**src/ddr4_conv_pkg.sv**
```systemverilog
package ddr4_conv_pkg;
  // datapath widths
  localparam int DIV_W = 48;
  localparam int CNT_W = 16;
  localparam int STEP_W = 6;
  // conversion constants
  localparam logic [9:0] PS_SCALE = 10'h3E8;
  localparam logic [9:0] SPD_INV_ADJ = 10'h3CE;
  localparam logic [9:0] FS_PER_PS = 10'h3E8;
  localparam logic [9:0] FS_HALF = 10'h1F4;
  localparam logic [15:0] CAL_MIN_PS = 16'h0EA4;
  localparam logic [15:0] CAL_MIN_CK = 16'h0003;
  localparam logic [7:0] WR_START_BURST = 8'h04;
  localparam logic [7:0] WR_START_BC4_FIXED = 8'h02;
  localparam logic [STEP_W-1:0] LAST_STEP = 6'h2F;

  // kind of conversion asked for
  typedef enum logic [3:0] {
    KIND_SPD = 4'b0001,
    KIND_NONSPD = 4'b0010,
    KIND_CAL = 4'b0100,
    KIND_RFC = 4'b1000
  } kind_e;

  typedef enum logic [3:0] {
    ST_IDLE = 4'b0001,
    ST_DIV = 4'b0010,
    ST_FIN = 4'b0100,
    ST_OUT = 4'b1000
  } state_e;

  typedef struct packed {
    kind_e kind;
    logic [31:0] param_ps;
  } req_s;

  typedef struct packed {
    logic [23:0] tck_fs;
    logic [7:0] wl;
    logic [7:0] pl;
    logic bc4_fixed;
    logic parity_en;
    logic dll_off;
    logic crc_en;
    logic dm_en;
    logic pda_low_bl8;
    logic [7:0] wtr_short;
    logic [7:0] wtr_long;
  } cfg_s;

  typedef struct packed {
    logic [CNT_W-1:0] count;
    logic err;
  } res_s;

  typedef struct packed {
    logic [7:0] wr_start;
    logic [7:0] wtr;
    logic pda_use_ds_dh;
    logic [15:0] tck_ps;
  } policy_s;
endpackage : ddr4_conv_pkg

```
**src/ddr4_timing_conv.sv**
```systemverilog
// What this block does
// - listed parameters use ceiling of ns over tCK
// - CAL minimum is max of 3 clocks, 3.748ns
// - parity with DLL off adds PL to tRFC
// - pick write-to-read delay by CRC and DM
// - PDA checks use tDS/tDH when low whole burst
// - tCCD_L, tDLLK use per-frequency value
// - clock period held to nearest picosecond
// - SPD count is ceiling of quotient minus 0.025
// - integer form: ps*1000/tCK plus 974, over 1000
// - non-SPD count is plain ceiling, no adjustment
`timescale 1ns/1ps
module ddr4_timing_conv (
  // clock and reset
  input wire logic SYS_CLK,
  input wire logic RST,
  // conversion request
  input wire logic REQ_VALID,
  input ddr4_conv_pkg::req_s REQ,
  output logic REQ_READY,
  // operating configuration
  input ddr4_conv_pkg::cfg_s CFG,
  // conversion result
  output logic RES_VALID,
  output ddr4_conv_pkg::res_s RES,
  // derived scheduling values
  output ddr4_conv_pkg::policy_s POLICY
);
  import ddr4_conv_pkg::*;

  state_e state, next_state;
  kind_e kind, next_kind;
  logic [15:0] tck_ps, next_tck_ps;
  logic [DIV_W-1:0] quo, next_quo;
  logic [DIV_W-1:0] rem, next_rem;
  logic [STEP_W-1:0] step, next_step;
  res_s res, next_res;
  policy_s policy, next_policy;

  // femtosecond period rounded half up to whole picoseconds
  function automatic logic [15:0] round_ps(input logic [23:0] fs);
    logic [24:0] sum;
    logic [24:0] q;
    sum = {1'b0, fs} + {15'h0000, FS_HALF};
    q = sum / {15'h0000, FS_PER_PS};
    return (q > 25'h000FFFF) ? 16'hFFFF : q[15:0];
  endfunction : round_ps

  // clamp a wide count to the result width instead of wrapping
  function automatic logic [CNT_W-1:0] sat(input logic [DIV_W-1:0] x);
    return (x > DIV_W'({CNT_W{1'b1}})) ? {CNT_W{1'b1}} : x[CNT_W-1:0];
  endfunction : sat

  // handshakes decoded straight from state
  assign REQ_READY = (state == ST_IDLE);
  assign RES_VALID = (state == ST_OUT);
  assign RES = res;
  assign POLICY = policy;

  // conversion sequencer: restoring divider, one quotient bit per clock
  always_comb begin
    logic [DIV_W-1:0] rem_sh;
    logic [DIV_W-1:0] ceil_q;
    logic [DIV_W-1:0] spd_sum;
    logic [DIV_W-1:0] wide;
    rem_sh = '0;
    ceil_q = '0;
    spd_sum = '0;
    wide = '0;
    next_state = state;
    next_kind = kind;
    next_tck_ps = tck_ps;
    next_quo = quo;
    next_rem = rem;
    next_step = step;
    next_res = res;
    case (state)
      ST_IDLE: begin
        if (REQ_VALID) begin
          next_kind = REQ.kind;
          next_tck_ps = round_ps(CFG.tck_fs);
          next_rem = '0;
          next_step = '0;
          case (REQ.kind)
            // 48-bit product cannot overflow for any 32-bit ps value
            KIND_SPD: next_quo = DIV_W'(REQ.param_ps) * DIV_W'(PS_SCALE);
            KIND_CAL: next_quo = DIV_W'(CAL_MIN_PS);
            default: next_quo = DIV_W'(REQ.param_ps);
          endcase
          next_state = ST_DIV;
        end
      end
      ST_DIV: begin
        rem_sh = {rem[DIV_W-2:0], quo[DIV_W-1]};
        next_quo = {quo[DIV_W-2:0], 1'b0};
        if (rem_sh >= DIV_W'(tck_ps)) begin
          next_rem = rem_sh - DIV_W'(tck_ps);
          next_quo[0] = 1'b1;
        end else begin
          next_rem = rem_sh;
        end
        next_step = step + 6'h01;
        if (step == LAST_STEP) begin
          next_state = ST_FIN;
        end
      end
      ST_FIN: begin
        // ceiling of the quotient, no adjustment factor
        ceil_q = quo + DIV_W'(rem != '0);
        case (kind)
          KIND_SPD: begin
            // same as ceiling of quotient minus 0.025, without fractions
            spd_sum = quo + DIV_W'(SPD_INV_ADJ);
            wide = spd_sum / DIV_W'(PS_SCALE);
          end
          KIND_CAL: wide = (ceil_q > DIV_W'(CAL_MIN_CK)) ? ceil_q : DIV_W'(CAL_MIN_CK);
          KIND_RFC: wide = ceil_q + ((CFG.parity_en && CFG.dll_off) ? DIV_W'(CFG.pl) : '0);
          // per-frequency tCCD_L and tDLLK arrive here as plain ps values
          default: wide = ceil_q;
        endcase
        // a zero period gives a quotient that may wrap on the ceiling step, so pin the count
        next_res.count = (tck_ps == 16'h0000) ? {CNT_W{1'b1}} : sat(wide);
        next_res.err = (tck_ps == 16'h0000);
        next_state = ST_OUT;
      end
      ST_OUT: begin
        next_state = ST_IDLE;
      end
      default: begin
        next_state = ST_IDLE;
      end
    endcase
  end

  always_ff @(posedge SYS_CLK or posedge RST) begin
    if (RST) begin
      state <= ST_IDLE;
      kind <= KIND_NONSPD;
      tck_ps <= 16'h0000;
      quo <= '0;
      rem <= '0;
      step <= '0;
      res <= '0;
    end else begin
      state <= next_state;
      kind <= next_kind;
      tck_ps <= next_tck_ps;
      quo <= next_quo;
      rem <= next_rem;
      step <= next_step;
      res <= next_res;
    end
  end

  // scheduling values follow configuration every clock
  always_comb begin
    next_policy.wr_start = CFG.wl + (CFG.bc4_fixed ? WR_START_BC4_FIXED : WR_START_BURST);
    // only both-on and both-off are defined; a mixed setting takes the longer delay
    next_policy.wtr = (!CFG.crc_en && !CFG.dm_en) ? CFG.wtr_short : CFG.wtr_long;
    next_policy.pda_use_ds_dh = CFG.pda_low_bl8;
    next_policy.tck_ps = round_ps(CFG.tck_fs);
  end

  always_ff @(posedge SYS_CLK or posedge RST) begin
    if (RST) begin
      policy <= '0;
    end else begin
      policy <= next_policy;
    end
  end
endmodule : ddr4_timing_conv

```
**config.mk**
```make
export PLATFORM = sky130hd
export DESIGN_NAME = ddr4_timing_conv
export DESIGN_NICKNAME = d
export VERILOG_FILES = /design/src/ddr4_conv_pkg.sv /design/src/ddr4_timing_conv.sv
export SDC_FILE = /design/constraint.sdc
export NUM_CORES = 2
export LEC_CHECK = 0
export ABC_AREA = 1
export BUFFER_PORTS_ARGS = -buffer_cell sky130_fd_sc_hd__buf_4
export CAP_MARGIN = 20
export CORE_ASPECT_RATIO = 0.7
export CORE_MARGIN = 5
export CORE_UTILIZATION = 28
export DETAILED_ROUTE_END_ITERATION = 12
export GPL_ROUTABILITY_DRIVEN = 1
export GPL_TIMING_DRIVEN = 0
export SYNTH_ARGS = -nofsm -noshare
export SYNTH_HDL_FRONTEND = slang
export SYNTH_SLANG_ARGS = --single-unit
```
**constraint.sdc**
```tcl
create_clock -name SYS_CLK -period 24.2 [get_ports SYS_CLK]
set_input_delay 4.84 -clock SYS_CLK [delete_from_list [all_inputs] [get_ports SYS_CLK]]
set_output_delay 4.84 -clock SYS_CLK [all_outputs]
set_load 0.01 [all_outputs]
```
; ---- Word-level counts from Yosys, hierarchy flattened
; Index checks and enable logic that the tools add are counted.
[totals]
elab_cells = 69
input_bits = 101
register_bits = 176
output_inout_bits = 52
[op_classes]
eq_ne = 12
magnitude_cmp = 4
add_sub_neg = 7
multipliers = 1
n_reduce_logical = 10
muxes = 21
div = 2
[op_table]
columns = cell, n
row1 = $mux W48, 5
row2 = $pmux W48 S2, 2
row3 = $pmux W48 S3, 1
row4 = $pmux W42 S2, 1
row5 = $add A48 B1 Y48, 1
row6 = $add A48 B10 Y48 const B, 1
row7 = $add A48 B8 Y48, 1
row8 = $div A48 B10 Y48 const B, 1
row9 = $ge A48 B16 Y1, 1
row10 = $gt A48 B16 Y1 const B, 1
row11 = $gt A48 B2 Y1 const B, 1
row12 = $mux W16, 3
row13 = $reduce_bool A48 Y1, 1
row14 = $sub A48 B16 Y48, 1
row15 = $mul A32 B7 Y39 const B, 1
row16 = $add A24 B9 Y25 const B, 1
row17 = $div A25 B10 Y25 const B, 1
row18 = $gt A25 B16 Y1 const B, 1
row19 = $logic_not A16 Y1, 1
row20 = $mux W8, 2
row21 = $eq A4 B1 Y1 const B, 3
row22 = $eq A4 B3 Y1 const B, 3
row23 = $pmux W4 S3, 1
row24 = $pmux W6 S2, 1
row25 = other kinds (14), 21

; ---- Logic depth before layout (Yosys ltp)
[depth]
ltp_word = 9
mapped_depth = 245
mapped_depth_nobuf = 245

; ---- Worst setup path after synthesis
; OpenSTA, ideal clock, no wires.
[synth_path]
path_type = reg-to-reg
from = register quo[1]
to = register res, in the netlist RES[1]
setup_time_ns = 0.073
path_slack_ns = 4.722
t_required_ns = 24.127
period_less_slack_ns = 19.478
path_stages_with_launch = 205
arrival_ns = 19.405
n_path_buf = 0
path_cell_list = dfrtp_1 -> inv_2 -> ha_1 -> nand2_2 -> nand2_4 -> nand2_4 -> nand2_4 -> nor2_2 -> nand2_1 -> nand2_2 -> nand3_2 -> nor2_1 -> nand2_2 -> nor2_4 -> nand2_4 -> a21oi_4 -> nand4_4 -> nand2_4 -> [169 not listed] -> inv_1 -> o21ai_0 -> nand3_1 -> nor2_2 -> nand2_4 -> nand2_4 -> nand2_1 -> nand2_1 -> nand2_2 -> o21ai_0 -> nand2_1 -> nor2_1 -> nand4_1 -> nand2_1 -> nand2_1 -> nand2_1 -> nand2_1 -> a21oi_2
[synth_between]
elab_chain_cells = 8
elab_cells_between_ends = 11
cone_classes = add/sub: 3 / div: 1 / order compare: 2 / mux: 5
[synth_rtl]
columns = item, line
row1 = "start, declared", ddr4_timing_conv.sv:34  ; logic [DIV_W-1:0] quo, next_quo;
row2 = "start signal, assigned", ddr4_timing_conv.sv:148  ; quo <= next_quo;
row3 = "parallel branches: the longest is 3 deep, another holds $add A48 B10 Y48", n/a
row4 = $pmux W48 S3 *, ddr4_timing_conv.sv:110  ; case (kind)
row5 = $mux W48 *, ddr4_timing_conv.sv:77  ; case (state)
row6 = $gt A48 B16 Y1, ddr4_timing_conv.sv:51  ; return (x > DIV_W'({CNT_W{1'b1}})) ? {CNT_W{1'b1}} : x[CNT_W-1:0];
row7 = $mux W16 *, ddr4_timing_conv.sv:51
row8 = $mux W16 *, ddr4_timing_conv.sv:122  ; next_res.count = (tck_ps == 16'h0000) ? {CNT_W{1'b1}} : sat(wide);
row9 = "end signal, assigned", ddr4_timing_conv.sv:151  ; res <= next_res;
row10 = "end, declared", ddr4_timing_conv.sv:37  ; res_s res, next_res;
; Mark *: on every way between the ends. The select of a mux whose other input is x is not followed.
; A chain may end at the register's enable or synchronous reset.

; ---- Worst setup path in the final report
[layout_path]
from = register quo[7]
to = register res, in the netlist RES[1]
; Same word-level chain as after synthesis.

==> run metrics <==
HP Class=reg2reg; post-synth cell types=95; IO Port Bufs=150; Final HPWL DP=89,800 um; Num Clock Sinks=176; Synth top area share=13.64%; Reg2Reg Setup Slack=1.53 ns; number of flops mapped to enable cells by yosys=0; Syn Area/Cell=6.592 um2; Crit. End Element=flop; Total GRT Usage=17.29%; via count of the routed design=32,880; worst path required time=24.58 ns; asr flop ratio synth=100.0%; status=finished, final reports clean; clk_skew=0.02404 ns; Post-DRT Antenna Nets=0; Reg clk slew, reported paths=0.10 ns; slew margin rel.=15.35%; synth top area cells=dfrtp_1 14%, nand2_1 11%, inv_1 7.8%, fa_1 7.6%, nor2_1 5.7%; largest net degree at the start of global routing=110; ys flop type=dfrtp_1; CTS H-tree depth=4; Synth Instances=4,841; Routed WL per cell=16.41 um; FILL cells=12,160; post-synthesis compound-gate area fraction=14.35%; final setup vio count=0; grt ovf=0; met3 Track Usage GR=3.816%; max incr delay on CP=0.39 ns; Die Y=292.4 um; dominant cell type by area after synthesis=dfrtp_1; 1st-iter DRT viols=2,933; Die X=413.5 um; first-pass GRT wire length=168,400 um; mux contribution to synthesized area=0.3137%; CORE AREA=113,000 um2; CP Data Arrival Time=23.06 ns; layout cells sized above 1=25.14%; Synth Area in Simple Gates=42.20%; Worst Path Class, Setup=reg2reg; ANT cells=0; Final Critical Period=22.67 ns; Yosys reg bits=176; initial antenna violation count=0; post-layout util=33.68%; Max Cap Violations=0; Core Rows=103; Post-Synth XOR/XNOR Area=6.199%; CP Max Fanout=10; Post-Synthesis Cell Area=31,910 um2; Num CTS Buffers=17; syn_nets=5,182; cts hold-fix bufs=0; Ys Warns=0; unrepaired setup endpoints after global routing=true; Post-Synth Adder-Cell Area=12.26%; total I/O pin count=153; Worst Max-Slew Pin Slew=1.258 ns; Max Clk Rate=44.11 MHz; met2 Use GR=24.73%; CTS tree=built; Final #Nets=5,472; Final Cycle Share=93.69%; Total Wirelength=109,400 um; hold violation count in the final report=0; sequential fraction of the synthesis area=13.81%; WHS Path Cells=2; Slowest-stage cell, CP=dfrtp_1; CP Launch Type=flop; Root Driver=clkbuf_16; met1 Resource Use GR=26.67%; RD Place Congestion=0.9648; cells on worst reg2reg path=208; Initial Util=28.23%; CP dominant cell by count=nand2_2; drt pass-1 iters=7; # DRC=0; gr busiest metal=met1; main combinational cell family by area after synthesis=simple AND/OR/NAND/NOR gates; area delta synth->final=19.30%; vias in the first global route=29,800; vias per std cell=4.932; Skew-Pair Late Insertion Delay=0.50 ns; die area=120,900 um2; maximum clock path buffer count=2; Slew Limit Fails=0
[layout make-up]
class | instances | area, um2 | share of cell area (%)
Tap cell | 1522 | 1904 | 5.002
Inverter | 789 | 3113 | 8.177
Sequential cell | 176 | 4434 | 11.65
Multi-Input combinational cell | 3810 | 25510 | 67.01
Buffer | 67 | 389.1 | 1.022
Timing Repair Buffer | 270 | 2076 | 5.453
Clock buffer | 18 | 439.2 | 1.154
Clock inverter | 14 | 203.9 | 0.5357
[worst paths after layout]
path                            start         end
min reg2reg                tck_ps[15]  tck_ps[15]
min in group asynchronous         RST  POLICY[18]
max                            quo[7]      RES[1]
min                        tck_ps[15]  tck_ps[15]
max in group asynchronous         RST      RES[2]
max reg2reg                    quo[7]      RES[1]
[critical path: cells and delay by family, from the launching register on]
| family | cells | cell delay [ns] |
|---|---|---|
| buf+inv | 27 | 2.38 |
| flops | 1 | 0.39 |
| simple gates | 166 | 16.97 |
| compound gates | 15 | 2.70 |
[metal layers]
metal	vias up	share of wire, %	wire length [um]
li1	16360	-	-
met1	15540	50	54450
met2	922	41	45120
met3	59	7.7	8469
met4	0	1.2	1365
met5	-	0	0
[timing repair]
item                       CTS  global route
setup endpoints to repair    0            10
setup buffers                0           115
gates resized for setup      0           359
[sequential cells by signal (all words and copies together), names as in the netlist]
| signal | cells |
|---|---|
| step | 6 |
| state | 4 |
| rem | 48 |
| RES | 17 |
| POLICY | 33 |
| kind | 4 |
| quo | 48 |
| tck_ps | 16 |
[cell usage after synthesis (80+ instances only)]
cell type and number:
inv_1 659, o21ai_0 216, ha_1 119, nor3_1 80
nand2_1 954, xor2_1 191, nand2_4 97, a21oi_1 175
nand2_2 244, inv_2 84, nand3_1 360, dfrtp_1 174
fa_1 121, nor2_1 487
[kinds of logic after synthesis]
| kind of cell | count (synthesis) |
|---|---|
| buffers and inverters | 856 |
| adders and majority gates | 240 |
| AOI/OAI and AO/OA | 733 |
| muxes | 9 |
| other | 1 |
| and+or+nand+nor | 2604 |
| DFF | 176 |
| xor gates and xnor gates | 222 |
[placed cells by master, fill, tap and decap left out, types with 22 or more instances in the layout]
cell type  count
nand3_2       94
nor2_2        67
nor3_1        71
o21ai_0      205
nor4_1        36
o21ai_1       47
xor2_1       190
inv_2         80
nand2_2      251
buf_4        261
inv_1        652
o22ai_1       54
o221ai_1      24
o21ai_2       48
nand2_4      116
inv_4         22
nand3_1      317
a21oi_1      171
dfrtp_2       22
dfrtp_1      152
nand3_4       38
xnor2_1       28
ha_1         118
o211ai_1      24
clkbuf_1      51
fa_1         121
nor2_1       445
nand2_1      917
nor2_4        89
nand4_1       73
[metrics by stage]
stage                     hold WS, ns  std cells  setup TNS, ns  area (um2)  setup WS (ns)
after floorplan                0.4361       4841              0       31910          4.722
after global placement         0.4515       6513              0       34940         0.5362
after detailed placement       0.4583       6516              0       35010         0.1846
after CTS                      0.4823       6548              0       35650        0.09037
after global routing           0.5199       6666        -0.5437       38070        -0.3514
final                          0.4779       6666              0       38070          1.528
Power is left out: the tool's default activity adds up to more than one toggle a clock period on the data nets, which glitch-free logic cannot reach.
